==> src/hw/srg_regs.svh <==
`ifndef SRG_REGS_SVH
`define SRG_REGS_SVH
// ==========================================================
// register offsets
`define SRG_CMD_ADDR 8'h00
`define SRG_CFG_ADDR 8'h04
`define SRG_START_ADDR 8'h08
`define SRG_TARGET_ADDR 8'h0C
`define SRG_STOPSPD_ADDR 8'h10
`define SRG_ACCEL_ADDR 8'h14
`define SRG_COUNT_ADDR 8'h18
`define SRG_DECELAT_ADDR 8'h1C
`define SRG_STATUS_ADDR 8'h20
`define SRG_DONE_ADDR 8'h24
`define SRG_PERIOD_ADDR 8'h28
// ==========================================================
// field positions
`define SRG_CMD_RUN 0
`define SRG_CMD_STOP 1
`define SRG_CMD_MOVE 2
`define SRG_CFG_DIR 0
`define SRG_CFG_DECAY 1
`define SRG_CFG_EXT 2
`define SRG_CFG_RES_LO 4
`define SRG_CFG_EN 8
// ==========================================================
// limits and reset values
`define SRG_PERIOD_MIN 16'h007B
`define SRG_PERIOD_MAX 16'h9C40
`define SRG_ACCEL_MAX 13'h1388
`define SRG_RES_INT_MAX 4'h5
`define SRG_RES_EXT_MIN 4'h1
`define SRG_RES_EXT_MAX 4'h9
`define SRG_PERIOD_RST 16'h9C40
// ==========================================================
// timing
`define SRG_CLK_HZ 20000000
`define SRG_TICK_HZ 8000000
`define SRG_PULSE_NS 1000
`define SRG_PULSE_TICKS ((`SRG_PULSE_NS * (`SRG_TICK_HZ / 1000000) + 999) / 1000)
`define SRG_UPD_BASE 16'h1770
`define SRG_UPD_MIN 16'h03E8
`define SRG_RAMP_STEP 16'h0001
`endif

==> src/hw/srg_pkg.sv <==
package srg_pkg;
   // ==========================================================
   // motion states, gray along idle-accel-run-decel
   typedef enum logic [1:0] {
      SRG_IDLE = 2'b00,
      SRG_ACCEL = 2'b01,
      SRG_RUN = 2'b11,
      SRG_DECEL = 2'b10
   } srg_state_type;

   // driver-facing controls travel together
   typedef struct packed {
      logic step;
      logic dir;
      logic decay;
      logic ext_mode;
      logic enable;
      logic [3:0] res;
   } srg_drive_type;
endpackage

==> src/hw/srg_step_gen.sv <==
`timescale 1ns/1ps
`default_nettype none
`include "srg_regs.svh"
module srg_step_gen
   import srg_pkg::*;
#(
   parameter int CNT_W = 32
) (
   input wire logic core_clk,
   input wire logic reset_n,
   input wire logic [7:0] reg_addr,
   input wire logic [31:0] reg_wdata,
   input wire logic reg_wr,
   input wire logic reg_rd,
   output logic [31:0] reg_rdata,
   output srg_drive_type drive,
   output logic busy
);
   // ==========================================================
   // 8 MHz tick from 20 MHz: add 2, wrap at 5
   // the tick is a one-cycle enable; every timer below stays on core_clk
   // ticks land 2 or 3 core cycles apart, exact over any five cycles
   // a fractional divider avoids a second clock domain and its crossings
   logic [2:0] frac_q;
   logic tick_q;
   always_ff @(posedge core_clk or negedge reset_n) begin
      if (!reset_n) begin
         frac_q <= 3'h0;
         tick_q <= 1'b0;
      end else if (frac_q >= 3'h3) begin
         frac_q <= frac_q - 3'h3;
         tick_q <= 1'b1;
      end else begin
         frac_q <= frac_q + 3'h2;
         tick_q <= 1'b0;
      end
   end

   // ==========================================================
   // configuration registers
   // speeds are held as periods in ticks, so a larger value is slower
   // software converts steps per second to ticks before writing
   // the step counters are CNT_W wide; a longer move wraps the compare
   // dir, decay, ext and enable are plain bits copied onto the driver pins
   logic [15:0] start_q, target_q, stopspd_q;
   logic [12:0] accel_q;
   logic [CNT_W-1:0] count_q, decel_at_q, done_q;
   logic dir_q, decay_q, ext_q, en_q;
   logic [3:0] res_q;
   srg_state_type state_q;
   logic [15:0] period_q;
   logic move_q;

   // period clamp keeps speed within 200..65040 step pulses per second
   // values saturate instead of wrapping, so a slip in software never
   // commands a speed outside what the driver was set up for
   function automatic logic [15:0] clamp_period(input logic [31:0] v);
      if (v < {16'h0000, `SRG_PERIOD_MIN}) begin
         clamp_period = `SRG_PERIOD_MIN;
      end else if (v > {16'h0000, `SRG_PERIOD_MAX}) begin
         clamp_period = `SRG_PERIOD_MAX;
      end else begin
         clamp_period = v[15:0];
      end
   endfunction

   // resolution clamp per indexer mode
   // internal indexing tops out at 1/32; external needs at least half step
   // the clamp keeps a bad code from reaching the driver's select pins
   function automatic logic [3:0] clamp_res(input logic [3:0] r, input logic ext);
      if (!ext) begin
         clamp_res = (r > `SRG_RES_INT_MAX) ? `SRG_RES_INT_MAX : r;
      end else if (r < `SRG_RES_EXT_MIN) begin
         clamp_res = `SRG_RES_EXT_MIN;
      end else begin
         clamp_res = (r > `SRG_RES_EXT_MAX) ? `SRG_RES_EXT_MAX : r;
      end
   endfunction

   // setup writes land only while idle so motion uses settled values
   // a write while busy is dropped without any flag, so software reads
   // the status word first; the ramp never sees a half-written setup,
   // at the cost of no retuning on the fly
   logic wr_idle;
   assign wr_idle = reg_wr && (state_q == SRG_IDLE);
   always_ff @(posedge core_clk or negedge reset_n) begin
      if (!reset_n) begin
         start_q <= `SRG_PERIOD_RST;
         target_q <= `SRG_PERIOD_RST;
         stopspd_q <= `SRG_PERIOD_RST;
         accel_q <= 13'h0000;
         count_q <= '0;
         decel_at_q <= '0;
         dir_q <= 1'b0;
         decay_q <= 1'b0;
         ext_q <= 1'b0;
         en_q <= 1'b0;
         res_q <= 4'h0;
      end else if (wr_idle) begin
         if (reg_addr == `SRG_CFG_ADDR) begin
            dir_q <= reg_wdata[`SRG_CFG_DIR];
            decay_q <= reg_wdata[`SRG_CFG_DECAY];
            ext_q <= reg_wdata[`SRG_CFG_EXT];
            en_q <= reg_wdata[`SRG_CFG_EN];
            res_q <= clamp_res(reg_wdata[`SRG_CFG_RES_LO +: 4],
                               reg_wdata[`SRG_CFG_EXT]);
         end else if (reg_addr == `SRG_START_ADDR) begin
            start_q <= clamp_period(reg_wdata);
         end else if (reg_addr == `SRG_TARGET_ADDR) begin
            target_q <= clamp_period(reg_wdata);
         end else if (reg_addr == `SRG_STOPSPD_ADDR) begin
            stopspd_q <= clamp_period(reg_wdata);
         end else if (reg_addr == `SRG_ACCEL_ADDR) begin
            accel_q <= (reg_wdata > 32'(`SRG_ACCEL_MAX)) ?
                       `SRG_ACCEL_MAX : reg_wdata[12:0];
         end else if (reg_addr == `SRG_COUNT_ADDR) begin
            count_q <= reg_wdata[CNT_W-1:0];
         end else if (reg_addr == `SRG_DECELAT_ADDR) begin
            decel_at_q <= reg_wdata[CNT_W-1:0];
         end
      end
   end

   // ==========================================================
   // commands
   // run wins over move when one write sets both bits
   // a move with a zero count is refused, it could never reach its end
   // stop in idle is ignored so a late stop cannot cancel the next start
   // command writes are not subject to the idle gate on setup writes
   logic cmd_hit, go_run, go_move, go_stop;
   assign cmd_hit = reg_wr && (reg_addr == `SRG_CMD_ADDR);
   assign go_run = cmd_hit && reg_wdata[`SRG_CMD_RUN] && (state_q == SRG_IDLE);
   assign go_move = cmd_hit && reg_wdata[`SRG_CMD_MOVE] && !reg_wdata[`SRG_CMD_RUN]
                    && (state_q == SRG_IDLE) && (count_q != '0);
   assign go_stop = cmd_hit && reg_wdata[`SRG_CMD_STOP] && (state_q != SRG_IDLE);

   // ==========================================================
   // step period timer, one pulse each time it reaches the period
   // the period is compared rather than loaded, so a ramp update
   // takes hold on the step already under way
   // the counter clears while idle so the first step waits a full period
   logic [15:0] step_cnt_q;
   logic step_fire;
   assign step_fire = tick_q && (state_q != SRG_IDLE) && (step_cnt_q + 16'h0001 >= period_q);
   always_ff @(posedge core_clk or negedge reset_n) begin
      if (!reset_n) begin
         step_cnt_q <= 16'h0000;
      end else if (state_q == SRG_IDLE) begin
         step_cnt_q <= 16'h0000;
      end else if (step_fire) begin
         step_cnt_q <= 16'h0000;
      end else if (tick_q) begin
         step_cnt_q <= step_cnt_q + 16'h0001;
      end
   end

   // ==========================================================
   // update timer: interval shortens as acceleration grows
   // the interval is taken once at the start command; accel cannot change
   // mid-motion anyway, since setup writes are refused while busy
   // the floor keeps a large acceleration from shrinking the interval to nothing
   logic [15:0] upd_len_q, upd_cnt_q;
   logic upd_fire;
   assign upd_fire = tick_q && (upd_cnt_q + 16'h0001 >= upd_len_q);
   always_ff @(posedge core_clk or negedge reset_n) begin
      if (!reset_n) begin
         upd_len_q <= `SRG_UPD_BASE;
         upd_cnt_q <= 16'h0000;
      end else if (go_run || go_move) begin
         // interval derived once, at the start command
         upd_len_q <= (`SRG_UPD_BASE - {3'h0, accel_q} < `SRG_UPD_MIN) ?
                      `SRG_UPD_MIN : `SRG_UPD_BASE - {3'h0, accel_q};
         upd_cnt_q <= 16'h0000;
      end else if (upd_fire || state_q == SRG_IDLE) begin
         upd_cnt_q <= 16'h0000;
      end else if (tick_q) begin
         upd_cnt_q <= upd_cnt_q + 16'h0001;
      end
   end

   // ==========================================================
   // ramp one fixed step toward a goal period, never past it
   // one tick per update trades ramp time for smoothness
   // stopping at the goal keeps the period from hunting around it
   // the same function serves both ramps, so decel mirrors accel exactly
   function automatic logic [15:0] ramp(input logic [15:0] p, input logic [15:0] goal);
      if (p > goal) begin
         ramp = (p - goal > `SRG_RAMP_STEP) ? p - `SRG_RAMP_STEP : goal;
      end else begin
         ramp = (goal - p > `SRG_RAMP_STEP) ? p + `SRG_RAMP_STEP : goal;
      end
   endfunction

   // ==========================================================
   // step counting for move mode
   // done also counts in run mode but is only compared when moving
   // comparing done plus one lets the decision land with the step itself
   // a decelerate point of zero never matches, so that move runs flat out
   logic last_step, decel_step;
   assign last_step = step_fire && move_q && (done_q + 1'b1 == count_q);
   assign decel_step = step_fire && move_q && (done_q + 1'b1 == decel_at_q);
   always_ff @(posedge core_clk or negedge reset_n) begin
      if (!reset_n) begin
         done_q <= '0;
      end else if (go_run || go_move) begin
         done_q <= '0;
      end else if (step_fire) begin
         done_q <= done_q + 1'b1;
      end
   end

   // ==========================================================
   // motion state machine
   // the last step is checked first, so a move always ends on its count
   // stop and the decelerate point share one path into deceleration
   // reaching the target ends the ramp; run then holds the period steady
   always_ff @(posedge core_clk or negedge reset_n) begin
      if (!reset_n) begin
         state_q <= SRG_IDLE;
         period_q <= `SRG_PERIOD_RST;
         move_q <= 1'b0;
      end else begin
         case (state_q)
            SRG_IDLE: begin
               // motion always opens at the start period, never the target
               if (go_run || go_move) begin
                  period_q <= start_q;
                  move_q <= go_move;
                  state_q <= SRG_ACCEL;
               end
            end
            SRG_ACCEL, SRG_RUN: begin
               if (last_step) begin
                  state_q <= SRG_IDLE;
               end else if (go_stop || decel_step) begin
                  state_q <= SRG_DECEL;
               end else if (state_q == SRG_ACCEL) begin
                  if (period_q == target_q) begin
                     state_q <= SRG_RUN;
                  end else if (upd_fire) begin
                     period_q <= ramp(period_q, target_q);
                  end
               end
            end
            SRG_DECEL: begin
               // last step wins here too, ending a move at the current rate
               if (last_step) begin
                  state_q <= SRG_IDLE;
               end else if (period_q == stopspd_q) begin
                  // run mode halts here; move mode finishes its steps
                  if (!move_q) begin
                     state_q <= SRG_IDLE;
                  end
               end else if (upd_fire) begin
                  period_q <= ramp(period_q, stopspd_q);
               end
            end
            default: begin
               state_q <= SRG_IDLE;
            end
         endcase
      end
   end

   // ==========================================================
   // step pulse width, counted in timer ticks
   // width rounds up to whole ticks so the driver always sees a full pulse
   // the shortest period is far longer than the pulse, so pulses never merge
   logic [3:0] pulse_q;
   always_ff @(posedge core_clk or negedge reset_n) begin
      if (!reset_n) begin
         pulse_q <= 4'h0;
      end else if (step_fire) begin
         pulse_q <= 4'(`SRG_PULSE_TICKS);
      end else if (tick_q && pulse_q != 4'h0) begin
         pulse_q <= pulse_q - 4'h1;
      end
   end

   // ==========================================================
   // driver outputs, all registered
   // config levels are copied every cycle; they cannot move during motion
   // because setup writes are refused while busy
   always_ff @(posedge core_clk or negedge reset_n) begin
      if (!reset_n) begin
         drive <= '0;
      end else begin
         drive.step <= step_fire || (pulse_q > 4'h1) || (pulse_q == 4'h1 && !tick_q);
         drive.dir <= dir_q;
         drive.decay <= decay_q;
         drive.ext_mode <= ext_q;
         drive.enable <= en_q;
         drive.res <= res_q;
      end
   end

   // ==========================================================
   // busy flag, one cycle behind the state register
   always_ff @(posedge core_clk or negedge reset_n) begin
      if (!reset_n) begin
         busy <= 1'b0;
      end else begin
         busy <= (state_q != SRG_IDLE);
      end
   end

   // ==========================================================
   // read port, data one cycle after the strobe; unmapped reads zero
   // status packs the move flag, the gray state and busy in the low nibble
   // rdata is cleared outside reads so a shared read bus sees no stale word
   // counts wider than 32 bits would be cut here; CNT_W is 32 by default
   always_ff @(posedge core_clk or negedge reset_n) begin
      if (!reset_n) begin
         reg_rdata <= 32'h0000_0000;
      end else if (!reg_rd) begin
         reg_rdata <= 32'h0000_0000;
      end else if (reg_addr == `SRG_CFG_ADDR) begin
         reg_rdata <= {23'h0, en_q, res_q, 1'b0, ext_q, decay_q, dir_q};
      end else if (reg_addr == `SRG_START_ADDR) begin
         reg_rdata <= {16'h0000, start_q};
      end else if (reg_addr == `SRG_TARGET_ADDR) begin
         reg_rdata <= {16'h0000, target_q};
      end else if (reg_addr == `SRG_STOPSPD_ADDR) begin
         reg_rdata <= {16'h0000, stopspd_q};
      end else if (reg_addr == `SRG_ACCEL_ADDR) begin
         reg_rdata <= {19'h0, accel_q};
      end else if (reg_addr == `SRG_COUNT_ADDR) begin
         reg_rdata <= 32'(count_q);
      end else if (reg_addr == `SRG_DECELAT_ADDR) begin
         reg_rdata <= 32'(decel_at_q);
      end else if (reg_addr == `SRG_STATUS_ADDR) begin
         reg_rdata <= {28'h0, move_q, state_q, (state_q != SRG_IDLE)};
      end else if (reg_addr == `SRG_DONE_ADDR) begin
         reg_rdata <= 32'(done_q);
      end else if (reg_addr == `SRG_PERIOD_ADDR) begin
         reg_rdata <= {16'h0000, period_q};
      end else begin
         reg_rdata <= 32'h0000_0000;
      end
   end
endmodule
`default_nettype wire

==> config.mk <==
export PLATFORM = sky130hd
export DESIGN_NAME = srg_step_gen
export DESIGN_NICKNAME = d
export VERILOG_FILES = /design/src/hw/srg_pkg.sv /design/src/hw/srg_step_gen.sv
export VERILOG_INCLUDE_DIRS = /design/src /design/src/hw
export SDC_FILE = /design/constraint.sdc
export NUM_CORES = 1
export LEC_CHECK = 0
export ABC_AREA = 1
export BUFFER_PORTS_ARGS = -buffer_cell sky130_fd_sc_hd__buf_4
export CAP_MARGIN = 40
export CORE_MARGIN = 4
export CORE_UTILIZATION = 45
export CTS_CLUSTER_SIZE = 30
export DETAILED_ROUTE_END_ITERATION = 8
export GPL_ROUTABILITY_DRIVEN = 0
export PLACE_DENSITY_LB_ADDON = 0.1
export SLEW_MARGIN = 10
export SYNTH_ARGS = -nofsm -noshare
export SYNTH_HDL_FRONTEND = slang
export SYNTH_SLANG_ARGS = --single-unit
==> constraint.sdc <==
create_clock -name core_clk -period 5.7 [get_ports core_clk]
set_input_delay 1.14 -clock core_clk [delete_from_list [all_inputs] [get_ports core_clk]]
set_output_delay 1.14 -clock core_clk [all_outputs]
set_load 0.1 [all_outputs]
; ---- Word level (Yosys, flattened, before mapping)
; Index checks and enable logic that the tools add are counted.
[op_classes]
n_addsub = 13
n_mux = 56
n_reduce_logical = 45
bitwise = 6
n_eq_ne = 31
n_lt_le_gt_ge = 17
[ops]
columns = cell, n
row1 = $mux W16, 25
row2 = $mux W32, 12
row3 = $eq A32 B32 Y1, 2
row4 = $gt A16 B1 Y1 const B, 4
row5 = $sub A16 B16 Y16, 4
row6 = $add A16 B1 Y16 const B, 3
row7 = $pmux W16 S3, 1
row8 = $add A32 B1 Y32 const B, 1
row9 = $eq A16 B16 Y1, 2
row10 = $eq A8 B5 Y1 const B, 4
row11 = $ge A16 B16 Y1, 2
row12 = $gt A16 B16 Y1, 2
row13 = $gt A32 B13 Y1 const B, 1
row14 = $gt A32 B16 Y1 const B, 1
row15 = $lt A32 B7 Y1 const B, 1
row16 = $reduce_bool A32 Y1, 1
row17 = $eq A8 B6 Y1 const B, 3
row18 = $mux W4, 6
row19 = $logic_and A1 B1 Y1, 18
row20 = $eq A8 B4 Y1 const B, 2
row21 = $lt A16 B10 Y1 const B, 1
row22 = $mux W2, 8
row23 = $ne A2 B2 Y1 const B, 8
row24 = $sub A16 B1 Y16 const B, 1
row25 = other kinds (37), 55
[word_totals]
input_bits = 44
word_cells = 197
ff_bits = 282
out_inout_bits = 42

; ---- Logic depth before layout (Yosys ltp)
[logic_depth]
ltp_word = 12
ltp_mapped = 33
mapped_depth_nobuf = 32

; ---- Worst setup path before layout
; Ideal clock, no wire load.
[synth_timing]
path_kind = register to register
from = register step_cnt_q[2]
to = register period_q[13]
n_path_buf = 1
t_arrival_ps = 3564
setup_time_ps = 117
path_slack_ps = 2018
required_ps = 5583
period_less_slack_ps = 3682
path_stages_with_launch = 28
cell_sequence = dfrtp_1 > inv_1 > nor3_1 > nand3_1 > nor3_1 > nand4_1 > nor3_1 > nand3_1 > xor2_1 > inv_1 > ha_1 > nand2_1 > inv_1 > nand3_1 > inv_1 > a21oi_1 > nand3_1 > nand2_1 > inv_1 > nand2_1 > inv_1 > a21oi_2 > nand2_2 > nand2_4 > nand2_4 > buf_6 > nand2_1 > nand2_1
[synth_between]
elab_chain_cells = 8
elab_cells_between_ends = 11
classes_between = add/sub (1) / order compare (1) / eq/ne (3) / reduce/logical (6)
[synth_lines]
columns = item, line_no
row1 = "start, declared", srg_step_gen.sv:142  ; logic [15:0] step_cnt_q;
row2 = "start signal, assigned", srg_step_gen.sv:153  ; step_cnt_q <= step_cnt_q + 16'h0001;
row3 = $add A16 B1 Y16 (*), srg_step_gen.sv:144  ; assign step_fire = tick_q && (state_q != SRG_IDLE) && (step_cnt_q + 16'h0001 >= period_q);
row4 = $ge A16 B16 Y1 (*), srg_step_gen.sv:144
row5 = $logic_and A1 B1 Y1 (*), srg_step_gen.sv:144
row6 = $logic_and A1 B1 Y1 (*), "srg_step_gen.sv:200, srg_step_gen.sv:201"
row7 = $logic_and A1 B1 Y1, srg_step_gen.sv:201  ; assign decel_step = step_fire && move_q && (done_q + 1'b1 == decel_at_q);
row8 = $logic_or A1 B1 Y1, srg_step_gen.sv:235  ; end else if (go_stop || decel_step) begin
row9 = $ne A2 B2 Y1 (no line), --
row10 = $reduce_and A9 Y1 (no line) (*), --
row11 = "end signal, assigned", srg_step_gen.sv:220  ; period_q <= `SRG_PERIOD_RST;
row12 = "end signal, assigned", srg_step_gen.sv:241  ; period_q <= ramp(period_q, target_q);
row13 = "end signal, assigned", srg_step_gen.sv:255  ; period_q <= ramp(period_q, stopspd_q);
row14 = "end, declared", srg_step_gen.sv:51  ; logic [15:0] period_q;
; Mark *: on every way between the ends. The rest lies on a longest branch, timed or not.
; A chain may end at the register's enable or synchronous reset.

; ---- Worst setup path in the final report
[layout_timing]
from = register step_cnt_q[2]
to = register period_q[0]
; The elaborated chain is that of the path after synthesis.

==> impl_metrics.toml <==
[clock_network]
cts_setup_buffers = 0
root_buffer = "clkbuf_16"
clkLatencyLatePin_ns = 0.57
clock_sinks = 280
cts_buffers = 36
cts_hold_buf = 0
cts_tree = "done"
clockBufferDepth = 3
post_cts_resized = 0
path_clk_slew_ns = 0.06
htree_levels = 2

[flow_run]
drv_cap = 0

[route]
drtPass1Iterations = 8
wl_mm = 81.0
wire_per_inst_um = 21.2
drc_errors = 0
ant_nets = 0
via_per_inst = 5.93
vias = 22700
drt-initial-drc-count = 2767

[floorplan]
row_count = 79
ios = 86
die_h_um = 225
die_w_um = 225
die_area_um2 = 50600
initial_core_util = 0.455
core_area_um2 = 46600

[power]
max-vdd-ir-drop_uv = 339
design_power_total_mw = 9.84
power_density_nw_per_um2 = 412
leakage_nw = 11.4

[yosys]
yosysSeqAreaShare = 0.332
ys_ff_latch = 280
synth_area_um2 = 21200
synth_warnings = 0
syn-instance-count = 3117
synth_flop_cell = "dfrtp_1"
synth-edff-count = 0
async_flop_share = 1.00
synth_cell_types = 57
syn_avg_cell_area_um2 = 6.80
synthesis.nets = 3270

[sta]
rsz0062_at_grt = "no"
fmax_mhz = 222
fin_crit_sh = 0.790
max_slew_margin = 0.365
fin_worst_skew_ns = 0.0309
drv_slew = 0
worst_slack_ns = 1.20
setup_viol = 0
tightest_slew_ns = 0.950
final_hold_viol_count = 0
period_needed_ns = 4.50
tns_ns = 0

[grt]
grt_pass1_wl_mm = 125
first_global_vias = 21600
grt_max_degree = 143
gr-total-overflow = 0
grt_usage = 0.314
antenna_found_initial = 2

[cells_and_area]
nets = 3344
final_common_cell = "nand2_1"
fin_util = 0.513
n_antenna_cell = 0
final_cell_mix = "nand2_1 (837), inv_1 (404), nand3_1 (375)"
syn2layout_area_growth_pct = 12.6
stdcell_count = 3825
drive_above_1_share = 0.0833

[hold_path]
hp-class = "reg2reg"
min_from = "res_q[1]$_DFFE_PN0P_"

[critical_path]
crit_type = "reg2reg"
cp_max_fo = 17
critPathCaptureType = "register"
reg2reg_from = "step_cnt_q[2]$_DFFE_PN0P_"
reg2reg_depth = 27
required_ns = 6.19
r2r-end = "period_q[0]$_DFFE_PN0P_"
worstSetupStartpoint = "step_cnt_q[2]$_DFFE_PN0P_"
r2r_slack_ns = 1.20
crit_end = "period_q[0]$_DFFE_PN0P_"
critPathLaunchType = "register"
crit_arrival_ns = 5.00

[place]
dp_slack_ns = 1.25
dp_hpwl_mm = 61.4
dp_cells = 3759
port_buffers = 85

[outcome]
outcome = "completed"
-- layer usage --
layer | wire (µm) | vias to the layer above | track usage
met1 | 33900 | 10600 | 0.433
li1 | - | 10600 | -
met3 | 8540 | 277 | 0.0744
met5 | 27 | - | 0
met4 | 3810 | 4 | 0.128
met2 | 34600 | 1237 | 0.476
-- worst max-delay path: stages (launching register included) --
cell	delay (ns)
dfrtp_1	0.39
inv_1	0.07
nor3_1	0.36
nand3_1	0.21
nor3_1	0.21
nand4_1	0.10
nor3_1	0.25
nand3_1	0.14
xor2_1	0.21
inv_1	0.07
ha_1	0.29
nand2_1	0.06
inv_1	0.05
nand3_1	0.07
nor3_1	0.20
nand3_1	0.13
nand3_1	0.17
nand2_1	0.11
inv_1	0.08
buf_4	0.28
nand2_1	0.15
inv_1	0.09
a21oi_2	0.07
nand2_2	0.15
nand2_4	0.16
nand2_4	0.20
nand2_1	0.07
nand2_1	0.09
-- kinds of logic (layout without fill, tap and decap cells) --
kind of cell | count (synthesis) | in the layout | share of synthesized area
AO/OA/AOI/OAI | 518 | 518 | 0.142
AND/OR/NAND/NOR | 1631 | 1631 | 0.336
multiplexers | 2 | 2 | 0.00100
adder cells (fa/ha/maj) | 109 | 109 | 0.0658
buffers and inverters | 500 | 601 | 0.0911
XOR/XNOR | 77 | 77 | 0.0318
flip-flops | 280 | 280 | 0.332
-- state kept, by name, indices dropped and copies added (netlist names), 2 cells and up --
name,flops
stopspd_q,16
state_q,2
start_q,16
done_q,32
period_q,16
decel_at_q,32
target_q,16
count_q,32
upd_cnt_q,16
pulse_q,4
step_cnt_q,16
accel_q,13
res_q,4
drive,9
reg_rdata,32
frac_q,3
upd_len_q,14
-- area by class of cell --
type | instances | area [µm²]
fillers | 4713 | 22700
multi-input cells | 2337 | 12200
flip-flops and latches | 280 | 7040
inverters | 414 | 1560
clock buffers | 48 | 1060
repair buffers | 122 | 986
well taps | 607 | 759
clock inverters | 17 | 234
-- worst min path at each step --
| stage | to | slack, ns | cells past startpoint |
|---|---|---|---|
| final | drive[1]$_DFF_PN0_ | 0.42 | 0 |
| after detailed placement | drive[1]$_DFF_PN0_ | 0.42 | 0 |
| after floorplan | drive[1]$_DFF_PN0_ | 0.37 | 0 |
| after global routing | drive[1]$_DFF_PN0_ | 0.45 | 0 |
| after global placement | drive[5]$_DFF_PN0_ | 0.44 | 0 |
| after CTS | drive[1]$_DFF_PN0_ | 0.43 | 0 |
-- cells in the mapped netlist, types with 4 or more instances --
master / count / area [µm²]
nor3_1: 37 / 185
nand2_2: 12 / 75.1
o2111ai_1: 8 / 70.1
a31oi_1: 9 / 56.3
o21ai_0: 241 / 1210
dfrtp_1: 253 / 6330
a21oi_1: 102 / 510
o22ai_1: 56 / 350
nand3_1: 376 / 1880
nor2_4: 6 / 67.6
nand3b_1: 18 / 135
clkinv_1: 7 / 26.3
nor4_1: 15 / 93.8
buf_2: 23 / 115
a22o_1: 4 / 35.0
o221ai_1: 10 / 87.6
a221oi_1: 21 / 184
nand2_1: 838 / 3150
xor2_1: 69 / 604
clkbuf_1: 56 / 210
nand4_1: 74 / 463
o21bai_1: 8 / 60.1
xnor2_1: 8 / 70.1
nor2_2: 18 / 113
nor2_1: 223 / 837
inv_1: 404 / 1520
o21ai_1: 7 / 35.0
dfstp_2: 27 / 709
o31ai_1: 4 / 30.0
o211ai_1: 13 / 97.6
o32ai_1: 4 / 35.0
a211oi_1: 19 / 143
fa_1: 4 / 80.1
ha_1: 105 / 1310
-- report_power, final --
group          switching, mW  internal, mW  total (mW)
Clock                  0.961          1.50        2.46
Sequential             0.332          2.20        2.53
Combinational           3.34          1.51        4.85
-- per-stage QoR --
step	area [µm²]	hold slack, ns
6_report	23900	0.420
2_1_floorplan	21200	0.369
5_1_grt	23900	0.450
3_5_place_dp	22500	0.420
3_3_place_gp	22500	0.437
4_1_cts	23800	0.435
No activity file was read; power rests on OpenSTA's default activity.
